File: src/hw/qpd_pkg.sv
// Shared constants and types for the quad potentiometer serial command decoder.
package qpd_pkg;
  // Device type prefix in the first six bits of every frame (arbitrary value).
  localparam logic [5:0] QPD_TYPE_PREFIX = 6'h2a;
  // Instruction nibbles.
  localparam logic [3:0] QPD_OP_RD_WIPER = 4'h9;
  localparam logic [3:0] QPD_OP_WR_WIPER = 4'ha;
  localparam logic [3:0] QPD_OP_RD_SLOT = 4'hb;
  localparam logic [3:0] QPD_OP_WR_SLOT = 4'hc;
  localparam logic [3:0] QPD_OP_RECALL = 4'hd;
  localparam logic [3:0] QPD_OP_STORE = 4'he;
  localparam logic [3:0] QPD_OP_GRECALL = 4'h1;
  localparam logic [3:0] QPD_OP_GSTORE = 4'h8;
  localparam logic [3:0] QPD_OP_STEP = 4'h2;
  localparam logic [3:0] QPD_OP_STATUS = 4'h5;
  localparam logic [3:0] QPD_STATUS_LOW = 4'h1;
  // Bit counts inside a frame.
  localparam logic [4:0] QPD_ADDR_BITS = 5'h08;
  localparam logic [4:0] QPD_CMD_BITS = 5'h10;
  localparam logic [4:0] QPD_DATA_BITS = 5'h18;
  // Nonvolatile write time in microseconds, and cycles at 4 ns.
  localparam int QPD_NV_WRITE_US = 5000;
  localparam int QPD_CLK_NS = 4;
  localparam int QPD_NV_WRITE_CYC = QPD_NV_WRITE_US * 1000 / QPD_CLK_NS;
  // Reset values and wiper limits.
  localparam logic [7:0] QPD_WIPER_RST = 8'h80;
  localparam logic [7:0] QPD_SLOT_RST = 8'h80;
  localparam logic [7:0] QPD_WIPER_MAX = 8'hff;
  localparam logic [7:0] QPD_WIPER_MIN = 8'h00;
  typedef enum {QPD_IDLE, QPD_ADDR, QPD_CMD, QPD_DATA, QPD_STEP, QPD_SKIP} qpd_state_t;
endpackage

File: src/hw/qpd_sync.sv
// Two-stage synchroniser for a group of pin inputs.
`timescale 1ns/1ps
`default_nettype none
module qpd_sync #(
  parameter int WIDTH = 3
) (
  input wire logic core_clk,
  input wire logic sys_rst,
  input wire logic clk_en,
  input wire logic [WIDTH-1:0] async_in,
  output logic [WIDTH-1:0] sync_out
);
  typedef struct packed {
    logic [WIDTH-1:0] meta;
    logic [WIDTH-1:0] sync;
  } qpd_sync_st_t;
  qpd_sync_st_t s_q, s_d;
  // The first stage feeds only the second stage.
  always_comb begin
    s_d = s_q;
    s_d.meta = async_in;
    s_d.sync = s_q.meta;
  end
  // Reset parks chip select high so no frame starts during reset.
  always_ff @(posedge core_clk) begin
    if (sys_rst) begin
      s_q <= '{meta: {WIDTH{1'b1}}, sync: {WIDTH{1'b1}}};
    end else if (clk_en) begin
      s_q <= s_d;
    end
  end
  assign sync_out = s_q.sync;
endmodule
`default_nettype wire

File: src/hw/qpd_decoder.sv
// Serial command decoder for a four-channel digital potentiometer.
`timescale 1ns/1ps
`default_nettype none
module qpd_decoder #(
  parameter int NV_WRITE_CYC = qpd_pkg::QPD_NV_WRITE_CYC
) (
  input wire logic core_clk,
  input wire logic sys_rst,
  input wire logic clk_en,
  input wire logic sck,
  input wire logic cs_n,
  input wire logic si,
  input wire logic strap_addr_hi,
  input wire logic strap_addr_lo,
  output logic so,
  output logic so_oe,
  output logic nv_write_pending_flag,
  output logic [31:0] wiper_position_reg
);
  import qpd_pkg::*;

  typedef enum {QPD_NV_NONE, QPD_NV_ONE, QPD_NV_ALL} qpd_nv_t;
  typedef struct packed {
    qpd_state_t st;
    logic sck_prev;
    logic [4:0] cnt;
    logic [15:0] shreg;
    logic [7:0] tx;
    logic so;
    logic so_oe;
    logic [1:0] nv_kind;
    logic [1:0] nv_ch;
    logic [1:0] nv_slot;
    logic [7:0] nv_data;
    logic [31:0] nv_cnt;
    logic busy;
    logic [3:0][7:0] wiper;
    logic [3:0][3:0][7:0] slot;
  } qpd_state_st_t;

  qpd_state_st_t s_q, s_d;
  logic [4:0] pins;
  logic sck_s, cs_s, si_s, strap_hi_s, strap_lo_s, rise, fall;

  // Pins cross into the core clock through two flops.
  // The straps are pins as well; they settle long before any address byte completes.
  qpd_sync #(.WIDTH(5)) u_sync (
    .core_clk(core_clk),
    .sys_rst(sys_rst),
    .clk_en(clk_en),
    .async_in({sck, cs_n, si, strap_addr_hi, strap_addr_lo}),
    .sync_out(pins)
  );
  assign sck_s = pins[4];
  assign cs_s = pins[3];
  assign si_s = pins[2];
  assign strap_hi_s = pins[1];
  assign strap_lo_s = pins[0];
  assign rise = sck_s && !s_q.sck_prev;
  assign fall = !sck_s && s_q.sck_prev;

  // Decides whether an opcode byte needs a data byte after it.
  function automatic logic has_data(input logic [3:0] op);
    return op == QPD_OP_RD_WIPER || op == QPD_OP_WR_WIPER || op == QPD_OP_RD_SLOT ||
           op == QPD_OP_WR_SLOT || op == QPD_OP_STATUS;
  endfunction

  // Frame engine: bits are taken on SCK rise, read data changes on SCK fall.
  always_comb begin
    logic [15:0] sh;
    logic [3:0] op;
    logic [1:0] rs, ch;
    sh = {s_q.shreg[14:0], si_s};
    op = s_q.shreg[7:4];
    rs = s_q.shreg[3:2];
    ch = s_q.shreg[1:0];
    s_d = s_q;
    s_d.sck_prev = sck_s;
    // The write timer runs on; a store started mid-cycle waits for it.
    if (s_q.busy) begin
      if (s_q.nv_cnt == 32'(NV_WRITE_CYC - 1)) begin
        s_d.busy = 1'b0;
      end else begin
        s_d.nv_cnt = s_q.nv_cnt + 32'h1;
      end
    end
    if (cs_s) begin
      // Chip select high ends the frame; only complete stores commit here.
      if (s_q.nv_kind != 2'(QPD_NV_NONE) && !s_q.busy) begin
        if (s_q.nv_kind == 2'(QPD_NV_ALL)) begin
          for (int c = 0; c < 4; c++) begin
            s_d.slot[c][s_q.nv_slot] = s_q.wiper[c];
          end
        end else begin
          s_d.slot[s_q.nv_ch][s_q.nv_slot] = s_q.nv_data;
        end
        s_d.busy = 1'b1;
        s_d.nv_cnt = 32'h0;
        s_d.nv_kind = 2'(QPD_NV_NONE);
      end
      // A cut frame never arms a store; one still waiting on the timer stays armed, but a cut past the command byte rewrites its nv_ch and nv_slot.
      s_d.st = QPD_IDLE;
      s_d.so_oe = 1'b0;
      s_d.cnt = 5'h0;
    end else begin
      case (s_q.st)
        QPD_IDLE: begin
          s_d.st = QPD_ADDR;
          s_d.cnt = 5'h0;
        end
        QPD_ADDR, QPD_CMD, QPD_DATA: begin
          if (rise) begin
            s_d.shreg = sh;
            s_d.cnt = s_q.cnt + 5'h1;
            if (s_d.cnt == QPD_ADDR_BITS) begin
              // Prefix and straps must match or the frame is ignored.
              s_d.st = (sh[7:0] == {QPD_TYPE_PREFIX, strap_hi_s, strap_lo_s}) ?
                       QPD_CMD : QPD_SKIP;
            end else if (s_d.cnt == QPD_CMD_BITS) begin
              op = sh[7:4];
              rs = sh[3:2];
              ch = sh[1:0];
              s_d.tx = 8'h00;
              case (op)
                QPD_OP_RD_WIPER: s_d.tx = s_q.wiper[ch];
                QPD_OP_RD_SLOT: s_d.tx = s_q.slot[ch][rs];
                QPD_OP_STATUS: s_d.tx = {7'h00, s_q.busy};
                QPD_OP_GRECALL: begin
                  for (int c = 0; c < 4; c++) begin
                    s_d.wiper[c] = s_q.slot[c][rs];
                  end
                end
                QPD_OP_RECALL: s_d.wiper[ch] = s_q.slot[ch][rs];
                QPD_OP_STORE: begin
                  s_d.nv_kind = 2'(QPD_NV_ONE);
                  s_d.nv_data = s_q.wiper[ch];
                end
                QPD_OP_GSTORE: s_d.nv_kind = 2'(QPD_NV_ALL);
                default: begin
                end
              endcase
              s_d.nv_ch = ch;
              s_d.nv_slot = rs;
              if (op == QPD_OP_STEP) begin
                s_d.st = QPD_STEP;
              end else if (has_data(op)) begin
                s_d.st = QPD_DATA;
              end else begin
                s_d.st = QPD_SKIP;
              end
              // A store armed by this command byte must still survive to frame end.
              if (op == QPD_OP_STORE || op == QPD_OP_GSTORE) begin
                s_d.st = QPD_SKIP;
              end
            end else if (s_d.cnt == QPD_DATA_BITS) begin
              // The opcode byte sits one byte higher once the last data bit is in.
              op = sh[15:12];
              ch = sh[9:8];
              rs = sh[11:10];
              if (op == QPD_OP_WR_WIPER) begin
                s_d.wiper[ch] = sh[7:0];
              end else if (op == QPD_OP_WR_SLOT) begin
                s_d.nv_kind = 2'(QPD_NV_ONE);
                s_d.nv_data = sh[7:0];
              end
              s_d.st = QPD_SKIP;
            end
          end
          // Read data leaves MSB first, changing on SCK fall.
          if (fall && s_q.st == QPD_DATA && s_q.cnt >= QPD_CMD_BITS) begin
            s_d.so_oe = 1'b1;
            s_d.so = s_q.tx[7];
            s_d.tx = {s_q.tx[6:0], 1'b0};
          end
        end
        QPD_STEP: begin
          if (rise) begin
            if (si_s && s_q.wiper[s_q.nv_ch] != QPD_WIPER_MAX) begin
              s_d.wiper[s_q.nv_ch] = s_q.wiper[s_q.nv_ch] + 8'h01;
            end else if (!si_s && s_q.wiper[s_q.nv_ch] != QPD_WIPER_MIN) begin
              s_d.wiper[s_q.nv_ch] = s_q.wiper[s_q.nv_ch] - 8'h01;
            end
          end
        end
        QPD_SKIP: begin
          s_d.so_oe = 1'b0;
        end
        default: s_d.st = QPD_IDLE;
      endcase
    end
  end

  // All decoder state updates together under the clock enable.
  always_ff @(posedge core_clk) begin
    if (sys_rst) begin
      s_q <= '0;
      s_q.st <= QPD_IDLE;
      s_q.sck_prev <= 1'b1; // Matches the parked synchroniser, so no false rise follows reset.
      s_q.wiper <= {4{QPD_WIPER_RST}};
      s_q.slot <= {16{QPD_SLOT_RST}};
    end else if (clk_en) begin
      s_q <= s_d;
    end
  end

  assign so = s_q.so;
  assign so_oe = s_q.so_oe;
  assign nv_write_pending_flag = s_q.busy;
  assign wiper_position_reg = s_q.wiper;

  // Checks on the frame engine.
  nv_after_frame_a: assert property (@(posedge core_clk) disable iff (sys_rst)
    $rose(s_q.busy) |-> $past(cs_s))
    else $error("nonvolatile cycle began inside a frame");
  abandon_keeps_a: assert property (@(posedge core_clk) disable iff (sys_rst)
    (clk_en && cs_s && s_q.st inside {QPD_ADDR, QPD_CMD, QPD_DATA}) |=> $stable(s_q.wiper))
    else $error("abandoned frame changed a wiper");
  mismatch_skip_a: assert property (@(posedge core_clk) disable iff (sys_rst)
    (s_q.st == QPD_SKIP && $past(s_q.st) == QPD_ADDR) |-> s_q.shreg[7:2] != QPD_TYPE_PREFIX
      || s_q.shreg[1:0] != {strap_hi_s, strap_lo_s})
    else $error("matching address byte was skipped");
  status_bit_a: assert property (@(posedge core_clk) disable iff (sys_rst)
    (s_q.st == QPD_DATA && $past(s_q.st) == QPD_CMD && s_q.shreg[7:0] == {QPD_OP_STATUS,
      QPD_STATUS_LOW}) |-> s_q.tx == {7'h00, $past(s_q.busy)})
    else $error("status byte wrong");
  step_up_a: assert property (@(posedge core_clk) disable iff (sys_rst)
    (clk_en && !cs_s && s_q.st == QPD_STEP && rise && si_s &&
      s_q.wiper[s_q.nv_ch] != QPD_WIPER_MAX) |=> s_q.wiper[s_q.nv_ch] == $past(
      s_q.wiper[s_q.nv_ch]) + 8'h01)
    else $error("step up did not move wiper");
  busy_pins_a: assert property (@(posedge core_clk) disable iff (sys_rst)
    s_q.busy |-> ##1 (s_q.busy || s_q.nv_cnt == 32'(NV_WRITE_CYC - 1)))
    else $error("write flag dropped early");
  so_quiet_a: assert property (@(posedge core_clk) disable iff (sys_rst)
    (clk_en && cs_s) |=> !s_q.so_oe)
    else $error("output driven outside frame");
  flag_out_a: assert property (@(posedge core_clk) disable iff (sys_rst)
    (clk_en && s_q.busy && s_q.nv_cnt != 32'(NV_WRITE_CYC - 1)) |=> s_q.busy)
    else $error("write flag dropped before the write ended");
  step_cov: cover property (@(posedge core_clk) s_q.st == QPD_STEP ##1 rise);
  nv_cov: cover property (@(posedge core_clk) $rose(s_q.busy));
  read_cov: cover property (@(posedge core_clk) $rose(s_q.so_oe));
endmodule
`default_nettype wire

File: config.mk
export PLATFORM = sky130hd
export DESIGN_NAME = qpd_decoder
export DESIGN_NICKNAME = d
export VERILOG_FILES = /design/src/hw/qpd_pkg.sv /design/src/hw/qpd_sync.sv /design/src/hw/qpd_decoder.sv
export SDC_FILE = /design/constraint.sdc
export NUM_CORES = 1
export LEC_CHECK = 0
export ABC_AREA = 1
export BUFFER_PORTS_ARGS = -buffer_cell sky130_fd_sc_hd__buf_2
export CAP_MARGIN = 20
export CORE_MARGIN = 2
export CORE_UTILIZATION = 50
export CTS_BUF_LIST = sky130_fd_sc_hd__clkbuf_8 sky130_fd_sc_hd__clkbuf_16
export DETAILED_ROUTE_END_ITERATION = 6
export MAX_ROUTING_LAYER = met4
export PLACE_DENSITY = 0.66
export SLEW_MARGIN = 20
export SYNTH_ARGS = -nofsm -noshare
export SYNTH_HDL_FRONTEND = slang
export SYNTH_HIERARCHICAL = 1
export SYNTH_SLANG_ARGS = --single-unit
export TNS_END_PERCENT = 1
File: constraint.sdc
create_clock -name core_clk -period 2.48 [get_ports core_clk]
set_clock_uncertainty 0.1 [all_clocks]
set_input_delay 0.496 -clock core_clk [delete_from_list [all_inputs] [get_ports core_clk]]
set_output_delay 0.496 -clock core_clk [all_outputs]
set_load 0.01 [all_outputs]
==> Word level (Yosys, flattened, before mapping) <==
Cells that the tools add are included.
Widths: inputs -> output; s select.
{ "totals": {"inputBits": 8, "register_bits": 281, "word_cells": 226} }
{ "op_classes": {"order_cmp": 10, "n_mux": 85, "reduce_logical": 47, "n_eq_ne": 43, "n_addsub": 4, "n_bitwise": 2} }
{ "ops": {"columns": ["cell", "n"], "rows": [
  ["$mux 32", 17],
  ["$bwmux 32", 8],
  ["$mux 8", 18],
  ["$bwmux 128", 1],
  ["$mux 128", 1],
  ["$pmux 32 s2", 2],
  ["$bmux 8 s2", 7],
  ["$mux 33", 3],
  ["$eq 32x3->1 const B", 3],
  ["$pmux 32 s3", 1],
  ["$bmux 32 s2", 1],
  ["$demux 32 s2", 1],
  ["$demux 8 s2", 4],
  ["$eq 32x2->1 const B", 2],
  ["$mux 14", 3],
  ["$eq 4x4->1 const B", 9],
  ["$add 32x1->32 const B", 1],
  ["$eq 32x1->1 const B", 1],
  ["$eq 32x21->1 const B", 1],
  ["$logic_not 32->1", 1],
  ["$mux 29", 1],
  ["$pmux 8 s3", 1],
  ["$reduce_and 9->1", 2],
  ["$reduce_bool 2->1", 8],
  ["other kinds (42)", 94]
]} }

==> Longest topological paths before layout <==
Gate-level depths: netlist (run 1).
{ "depth": {"depth_word": 13, "mapped_depth": 18, "ltp_nobuf": 16} }

==> By module <==
The synthesis (run 1) kept the hierarchy.
{ "modules_own_cells": {"columns": ["module", "seq_area_each_um2", "cells_each", "area_per_inst_um2", "instances"], "rows": [
  ["qpd_decoder", 4824.6, 2504, 15209.6, 1],
  ["qpd_sync", 200.2, 43, 344.1, 1]
]} }

==> Least setup slack after synthesis (run 1) <==
Ideal clock, no wire load.
{ "synth_timing": {"kind": "register to register", "startpoint": "register s_q[204] (netlist bit)", "endpoint": "register s_q, in the netlist wiper_position_reg[15]", "path_slack_ps": 188, "path_stages_with_launch": 17, "t_required_ps": 2263, "synth_period_minus_slack_ps": 2292, "arrival_time_ps": 2075, "cell_sequence": "dfxtp_1 buf_6 buf_2 nand3_1 nand2_1 nor2_1 inv_1 ha_1 nand2_1 nor2_1 nand3_1 nand2_2 nand2_4 nand3_4 buf_6 a21oi_1 nand2_1"} }
{ "synth_via": {"elab_chain_len": 9, "elab_cells_between_ends": 21, "cone_classes": "2 x add/sub; 2 x order compare; 2 x eq/ne; 10 x mux; 5 x reduce/logical"} }
{ "synth_rtl": {"columns": ["element", "line_no", "text"], "rows": [
  ["start, declared", "qpd_decoder.sv:41", "qpd_state_st_t s_q, s_d;"],
  ["parallel branches: the longest is 9 deep, another holds $sub 8x1->8", null, null]
]} }
Several ways; the timed one is not identified. The select of a mux whose other input is x is not followed.
A chain may end at the register's enable or synchronous reset.

==> Worst setup path in the final report (run 1) <==
{ "layout_timing": {"startpoint": "register s_q[233] (netlist bit)", "endpoint": "register s_q, in the netlist wiper_position_reg[4]"} }
{ "layout_via": {"elab_chain_len": 6, "elab_cells_between_ends": 13, "cone_classes": "1 x add/sub; 7 x eq/ne; 4 x mux; 1 x reduce/logical"} }
{ "layout_rtl": {"columns": ["element", "line_no", "text"], "rows": [
  ["$add 5x1->5 (*)", "qpd_decoder.sv:114", "s_d.cnt = s_q.cnt + 5'h1;"],
  ["$eq 5x5->1", "qpd_decoder.sv:119", "end else if (s_d.cnt == QPD_CMD_BITS) begin"],
  ["$mux 32", "qpd_decoder.sv:119", null],
  ["$mux 32", "qpd_decoder.sv:115", "if (s_d.cnt == QPD_ADDR_BITS) begin"],
  ["$mux 32", "qpd_decoder.sv:112", "if (rise) begin"],
  ["$pmux 32 s2", "qpd_decoder.sv:106", "case (s_q.st)"]
]} }
Mark *: on every way between the ends. The rest lies on a longest branch, timed or not. The select of a mux whose other input is x is not followed.

==> out/results.ini, run 1 <==
[clocking]
h-tree-depth=1
clkTransAtPathRegs_ns=0.06
cts_made_buffers=29
cts_tree=built
root_buffer=clkbuf_16
clock_latency_ns=0.58
cts_hold_buf=0
cts_buffer_depth=3
cts_sinks=251

[detailed_routing]
drt-vias-per-instance=5.72
initialDrtViolationCount=1784
wirelength_um=59700
drcViolationCount=0
ant_nets=0
drt-wirelength-per-cell_um=19.7
first_pass_iters=6
via_count=17300

[layout]
final_core_util=0.581
drive_above_1_share=0.123
area_delta_synth_final_pct=14.3
largest_reg_flops=206
final_cell_mix=nand2_1 (841), nor2_1 (330), dfxtp_1 (247)
final_common_cell=nand2_1
finalNetCount=2626
final_area_mm2=0.0178

[worst_setup_path]
r2r-start=s_q[233]$_SDFFE_PP0P_
crit_arrival_ns=2.88
crit_type=flip-flop to flip-flop
worstPathRequired_ns=2.89
rr_worst_depth=12
crit_fanout=26
rrSetupSlack_ns=0.01
reg2reg_to=wiper_position_reg[4]$_SDFFE_PP0P_
critPathLaunchType=flip-flop
end_kind=flip-flop

[die]
die_height_um=180
dieArea_mm2=0.0325
core_area_mm2=0.0306
die_w_um=180
initial_core_util=0.508
fp-row-count=64
num_io_pins=43

[synth]
synth.area.top_cells=dfxtp_1 (32%), nand2_1 (20%), nor2_1 (8.1%)
avgSynthCellArea_um2=6.11
synth-edff-count=0
yosys_warnings=6
async_reset_ff_frac=0
yosysUniqueCellTypes=51
ys.flop_type=dfxtp_1
synthesis.nets=2561
syn_inst=2547
synth_area_leader_cell=dfxtp_1
synth_top_area_share=0.323
ys_seq_elements=251
synth_area_mm2=0.0156
ys_seq_area_frac=0.323

[pwr]
pwr-share-comb=0.042
power.switching_w=0.00219
p_seq_frac=0.445
power_density_mw_per_mm2=516
clkPwrFrac=0.513
leakagePower_nw=7.92
peakVddDrop_mv=0.685
sw_frac_of_total=0.239
p_int_w=0.00698

[global_routing]
grt_pass1_vias=15600
grt_max_degree=74
grt-ovfl-total=0
track_usage=0.361
antenna_found_initial=1
grt_pass1_wl_um=90400

[outcome]
status=complete, no violations

[sta]
final_hold_viol_count=0
period_share=0.996
period_minus_slack_ns=2.47
fin_ws_ns=0.00995
relSlewSlack=0.550
drv_slew=0
rsz0062_at_grt=true
tightest_slew_ns=0.675
holdWs_ns=0.0294
fmax_mhz=405
setup_viol_count_final=0

[placement]
gp_congestion=1.06
place_hpwl_um=44800
port_buffers=42
dp_slack_ns=0.0362
placed_area_mm2=0.0166

[hold_path]
hold_path_depth=3
hold_path_end=u_sync/s_d[0]$_SDFFE_PP1P_
worstHoldPathType=input pin to flip-flop
hold_start=strap_addr_lo

[flow_run]
max_cap_viol_count=0

==> how the worst max path moves through the flow <==
stage	depth (start not counted)	endpoint	start	slack, ns
floorplan	16	wiper_position_reg[15]$_SDFFE_PP1P_	s_q[204]$_SDFFE_PP0P_	0.19
global placement	10	s_q[31]$_SDFFE_PP1P_	clk_en	0.05
detailed placement	8	s_q[123]$_SDFFE_PP0P_	s_q[204]$_SDFFE_PP0P_	0.04
CTS	8	s_q[123]$_SDFFE_PP0P_	s_q[204]$_SDFFE_PP0P_	0.01
global route	12	wiper_position_reg[4]$_SDFFE_PP0P_	s_q[233]$_SDFFE_PP0P_	-0.10
finish	12	wiper_position_reg[4]$_SDFFE_PP0P_	s_q[233]$_SDFFE_PP0P_	0.01
==> cells by family after synthesis <==
group	after synthesis	share of synthesized area
buffers and inverters	362	0.105
AO/OA/AOI/OAI	427	0.153
XOR/XNOR	18	0.0106
AND/OR/NAND/NOR	1483	0.404
adder cells (fa/ha/maj)	6	0.00483
flip-flops	251	0.323
==> power groups by stage <==
stage / Sequential, W / Combinational [W] / Clock, W
after floorplan: 0.00416 / 0.000255 / 0
after global placement: 0.00417 / 0.000369 / 0
after detailed placement: 0.00417 / 0.000377 / 0
after CTS: 0.00408 / 0.000378 / 0.00475
final: 0.00408 / 0.000389 / 0.00470
after global routing: 0.00408 / 0.000430 / 0.00488
==> synthesized netlist by cell type (7+ instances only) <==
cell type / n
a211oi_1: 8
a21oi_1: 142
a221oi_1: 8
buf_2: 25
buf_4: 36
buf_6: 14
clkbuf_1: 59
dfxtp_1: 251
inv_1: 201
inv_2: 17
nand2_1: 844
nand2_2: 10
nand3_1: 182
nand4_1: 21
nor2_1: 337
nor2_2: 16
nor2_4: 7
nor3_1: 30
o2111ai_1: 8
o211ai_1: 32
o21ai_0: 172
o22ai_1: 39
xor2_1: 12
==> layer usage <==
metal,GRT usage,share of wire
met5,-,0
met4,0.124,0.042
met3,0.0576,0.097
met2,0.550,0.43
met1,0.487,0.43
==> timing repair <==
action / in CTS / in global routing
endpoints found under the hold margin: 0 / 0
resized for setup: 0 / 23
buffers inserted: 0 / 0
setup endpoints to repair: 0 / 56
==> through the flow <==
step | total power, W | setup TNS (ns) | instances
after global placement | 0.00454 | 0 | 2972
after global routing | 0.00939 | -2.02 | 3032
after detailed placement | 0.00455 | 0 | 2972
after floorplan | 0.00442 | 0 | 2547
after CTS | 0.00921 | 0 | 3026
final | 0.00917 | 0 | 3032
==> final cells by class <==
class                      count  area [um2]
timing repair buffer         167        1340
tap                          396         495
clock inverter                17         220
clock buffer                  37         836
antenna                        1        2.50
fill                        3152       12800
inverter                     224         845
multi-input combinational   1939        9010
sequential                   251        5030
==> worst max-delay path: stages (launching register included) <==
cell and delay [ns]:
dfxtp_4 0.36, ha_2 0.19, xor2_1 0.15, nor2_1 0.25
nand3_2 0.14, buf_12 0.19, nand3_2 0.08, nand2_4 0.09
nor2_8 0.29, nand3_2 0.26, nand2_1 0.13, nand2_1 0.05
nor2_1 0.10
No activity file was read; power rests on OpenSTA's default activity.
==> run 2: changes to the inputs <==
CORE_MARGIN = 5   (was 2)
==> out/results.ini, run 2 (same netlist as run 1, synthesis figures left out) <==
[outcome]
status=complete, no violations

[placement]
gp_congestion=1.06
dpl.cell_count=2988
dp_slack_ns=0.0175
port_buffers=42
place_hpwl_um=44300

[worst_setup_path]
worstPathRequired_ns=2.82
critPathLaunchType=flip-flop
startpoint=s_q[233]$_SDFFE_PP0P_
r2r-start=s_q[233]$_SDFFE_PP0P_
crit_fanout=7
crit_arrival_ns=2.76
end_kind=flip-flop
crit_type=flip-flop to flip-flop

[sta]
tightest_slew_ns=0.779
timing.setup.tns_ns=0
rsz0062_at_grt=true
period_minus_slack_ns=2.42
holdWs_ns=0.0378
fin_ws_ns=0.0603
drv_slew=0
setup_viol_count_final=0
final_hold_viol_count=0
period_share=0.976
fmax_mhz=413
relSlewSlack=0.479

[hold_path]
worstHoldPathType=input pin to flip-flop
hold_start=cs_n

[die]
num_io_pins=43
initial_core_util=0.507
die_w_um=186
die_height_um=186
core_area_mm2=0.0307
dieArea_mm2=0.0347
fp-row-count=64

[clocking]
cts_sinks=251
cts_buffer_depth=3
root_buffer=clkbuf_16
cts_tree=built
h-tree-depth=1
clkTransAtPathRegs_ns=0.06
clock_latency_ns=0.58
cts_hold_buf=0
cts_made_buffers=29

[layout]
area_delta_synth_final_pct=15.3
largest_reg_flops=206
final_cell_mix=nand2_1 (834), nor2_1 (329), dfxtp_1 (246)
drive_above_1_share=0.133
fillerInstances=3093
finalNetCount=2651
register_area_mm2=0.00503
final_common_cell=nand2_1
multi_input_area_mm2=0.00913
n_antenna_cell=0
final_cells=3052

[detailed_routing]
first_pass_iters=6
ant_nets=0
drt-wirelength-per-cell_um=19.3
via_count=17500
drcViolationCount=0
initialDrtViolationCount=2256
drt-vias-per-instance=5.74
wirelength_um=58800

[global_routing]
antenna_found_initial=0
grt-ovfl-total=0
grt_pass1_vias=15600
track_usage=0.328
grt_pass1_wl_um=90400
grt_max_degree=82

[pwr]
peakVddDrop_mv=0.534
leakagePower_nw=8.03
p_total_w=0.00856
power_density_mw_per_mm2=477

[flow_run]
max_cap_viol_count=0

==> run 2: cell types whose count changed in the layout (fill, tap and decap cells not counted), moves of 5 or more <==
cell     change
buf_4       +22
nand2_1      -7
nand2_2      +6
nand3_1      -6
inv_1        +5
nor2_4       +5
==> run 2: worst max-delay path, stage by stage, from the launching register on <==
cell and delay, ns:
dfxtp_2 0.36, ha_2 0.22, xor2_1 0.26, nor2_2 0.12, nand2_4 0.12, nor2_4 0.07, buf_12 0.13, buf_12 0.11
nand2_1 0.04, nand2_1 0.09, nor2_4 0.21, nand3_4 0.18, a21oi_1 0.18, nand2_1 0.07
==> run 2: worst paths after layout <==
check	slack, ns	depth (start not counted)	endpoint
max reg2reg	0.06	13	wiper_position_reg[15]$_SDFFE_PP1P_
min	0.04	3	u_sync/s_d[3]$_SDFFE_PP1P_
max	0.06	13	wiper_position_reg[15]$_SDFFE_PP1P_
min reg2reg	0.35	2	s_q[96]$_SDFFE_PP0P_
==> run 2: timing repair <==
item	in CTS	in global routing
endpoints found under the setup margin	4	70
pin swaps	0	9
cloned	0	5
buffers inserted	0	9
gates resized for setup	2	51
==> run 2: layout make-up <==
type                       count  area share
tap                          396      0.0276
sequential                   251       0.281
timing repair buffer         192      0.0851
clock buffer                  36      0.0458
multi-input combinational   1939       0.509
clock inverter                14     0.00481
inverter                     224      0.0471
==> run 2: metal layers <==
metal / vias to the layer above / part of all wire / GRT usage
li1: 8402 / - / -
met1: 8000 / 0.43 / 0.457
met2: 965 / 0.43 / 0.493
met3: 157 / 0.10 / 0.0473
met4: 0 / 0.044 / 0.102
met5: - / 0 / -
==> run 2: power breakdown <==
part	switching (W)	total, W	leakage (nW)	internal (W)
Sequential	0.0000256	0.00408	2.03	0.00406
Combinational	0.000282	0.000397	5.52	0.000115
Clock	0.00175	0.00408	0.480	0.00233
Total	0.00206	0.00856	8.03	0.00650
==> run 2: through the flow <==
stage                     area [um2]  utilization
after floorplan                15600            -
after global placement         16700        0.543
after detailed placement       16700        0.543
after CTS                      17600        0.573
after global routing           17900        0.585
final                          17900        0.585
==> run 3: changes to the inputs <==
SYNTH_HIERARCHICAL = unset   (was 1)
TNS_END_PERCENT = 30   (was 1)
==> out/results.ini, run 3 <==
[placement]
place_hpwl_um=44300
gp_congestion=1.03
port_buffers=42
dp_slack_ns=0.0840
placed_area_mm2=0.0165

[flow_run]
max_cap_viol_count=0

[synth]
synth.area.top_cells=dfxtp_1 (32%), nand2_1 (19%), nor2_1 (7.7%)
async_reset_ff_frac=0
ys_seq_elements=251
synth-edff-count=0
synth_area_mm2=0.0155
synthesis.nets=2503
yosysUniqueCellTypes=46
ys.flop_type=dfxtp_1
yosys-top-cells-count=nand2_1 (790), nor2_1 (319), dfxtp_1 (251)
ys_seq_area_frac=0.324
synth_area_leader_cell=dfxtp_1
yosys_warnings=0
syn_inst=2489
avgSynthCellArea_um2=6.23
synth_top_area_share=0.324
yosysMostFrequentCell=nand2_1

[layout]
register_area_mm2=0.00503
final_area_mm2=0.0177
n_antenna_cell=0
multi_input_area_mm2=0.00902
fillerInstances=3157
final_common_cell=nand2_1
largest_reg_flops=206
drive_above_1_share=0.135
area_delta_synth_final_pct=13.9
finalNetCount=2563
final_cell_mix=nand2_1 (787), nor2_1 (314), dfxtp_1 (245)

[die]
dieArea_mm2=0.0346
initial_core_util=0.507
fp-row-count=64
num_io_pins=43
die_height_um=186
die_w_um=186
core_area_mm2=0.0306

[hold_path]
worstHoldPathType=input pin to flip-flop

[sta]
period_share=0.953
setup_viol_count_final=0
drv_slew=0
rsz0062_at_grt=true
final_hold_viol_count=0
period_minus_slack_ns=2.36
relSlewSlack=0.438
fmax_mhz=423
timing.setup.tns_ns=0
tightest_slew_ns=0.843
fin_ws_ns=0.116

[clocking]
cts_sinks=251
h-tree-depth=1
cts_buffer_depth=3
cts_made_buffers=28
clkTransAtPathRegs_ns=0.06
root_buffer=clkbuf_16
cts_tree=built
clock_latency_ns=0.55

[detailed_routing]
drt-wirelength-per-cell_um=19.9
drcViolationCount=0
wirelength_um=58900
drt-vias-per-instance=5.76
ant_nets=0
first_pass_iters=7
initialDrtViolationCount=1909
via_count=17100

[global_routing]
track_usage=0.340
grt_pass1_vias=15500
grt-ovfl-total=0
antenna_found_initial=0
grt_pass1_wl_um=89800
grt_max_degree=77

[worst_setup_path]
rr_worst_depth=16
crit_fanout=8
crit_arrival_ns=2.72
startpoint=s_q[217]$_SDFFE_PP0P_
reg2reg_to=wiper_position_reg[14]$_SDFFE_PP0P_
worstPathRequired_ns=2.84
end_kind=flip-flop
crit_type=flip-flop to flip-flop
rrSetupSlack_ns=0.12
critPathLaunchType=flip-flop
r2r-start=s_q[217]$_SDFFE_PP0P_
cp-endpoint=wiper_position_reg[14]$_SDFFE_PP0P_

[outcome]
status=complete, no violations

[pwr]
peakVddDrop_mv=0.549
leakagePower_nw=7.64
power_density_mw_per_mm2=484

-- run 3: changes by cell type after synthesis, moves of 12 or more --
cell      change
a211oi_1     +54
nand2_1      -54
o21ai_0      -28
nor2_2       +24
a21oi_1      -22
nor2_1       -18
nand3_1      -16
inv_1        -12
nand2_2      +12
-- run 3: cells by family (layout without fill, tap and decap cells) --
logic type      count (synthesis)  after routing  share of synthesized area
buf+inv                       358            432                      0.104
simple gates                 1418           1423                      0.389
flops                         251            251                      0.324
fa+ha+maj                       6              6                    0.00484
xor+xnor                       17             17                     0.0101
compound gates                439            439                      0.169
-- run 3: layout make-up --
class,count,share of cell area
flip-flops and latches,251,0.285
repair buffers,172,0.0782
inverters,211,0.0458
multi-input cells,1885,0.511
clock buffers,35,0.0458
well taps,396,0.0281
clock inverters,14,0.00609
-- run 3: metrics by stage --
stage	hold WS (ns)	util	power, W	cells
global placement	0.333	0.539	0.00447	2900
detailed placement	0.338	0.539	0.00447	2900
CTS	0.0507	0.568	0.00859	2949
finish	0.0693	0.577	0.00855	2964
floorplan	0.324	-	0.00435	2489
global route	0.0722	0.577	0.00880	2964
-- run 3: worst min-delay path by stage --
stage                               start                            endpoint  slack (ns)  cells after the start
floorplan           s_q[112]$_SDFFE_PP0P_               s_q[112]$_SDFFE_PP0P_        0.32                      2
global placement     s_q[96]$_SDFFE_PP0P_                s_q[96]$_SDFFE_PP0P_        0.33                      2
finish                            sys_rst  nv_write_pending_flag$_SDFFE_PP0P_        0.07                      2
detailed placement   s_q[98]$_SDFFE_PP0P_                s_q[98]$_SDFFE_PP0P_        0.34                      2
CTS                               sys_rst  nv_write_pending_flag$_SDFFE_PP0P_        0.05                      2
global route                           si          u_sync.s_d[2]$_SDFFE_PP1P_        0.07                      3
-- run 3: routing by layer --
metal | part of all wire | wire length [um] | global-route usage | up-vias
met5 | 0 | 0 | - | -
met4 | 0.046 | 2710 | 0.122 | 0
met3 | 0.081 | 4780 | 0.0373 | 180
met2 | 0.44 | 25900 | 0.524 | 838
met1 | 0.43 | 25500 | 0.463 | 7819
li1 | - | - | - | 8223
-- run 3: power by group --
part / total (W) / switching [W] / internal, W
Combinational: 0.000335 / 0.000241 / 0.0000944
Clock: 0.00416 / 0.00168 / 0.00247
Sequential: 0.00406 / 0.0000155 / 0.00405
Total: 0.00855 / 0.00194 / 0.00662
-- run 3: worst max-delay path, stage by stage, from the launching register on --
cell        delay [ns]
dfxtp_2           0.39
inv_1             0.13
nand2_1           0.15
clkinvlp_4        0.20
buf_2             0.22
nand2_1           0.08
nand2_1           0.06
nor2_1            0.08
nand2_1           0.17
nand3_1           0.14
nand2_1           0.07
nand2_1           0.10
nand2_1           0.09
nand2_1           0.09
nand2_1           0.07
nor2_1            0.11
nor2_2            0.04
-- run 3: what timing repair did --
item,CTS,global route
setup endpoints to repair,0,36
setup buffers,0,10
gates resized for setup,0,36
hold buffers,0,0
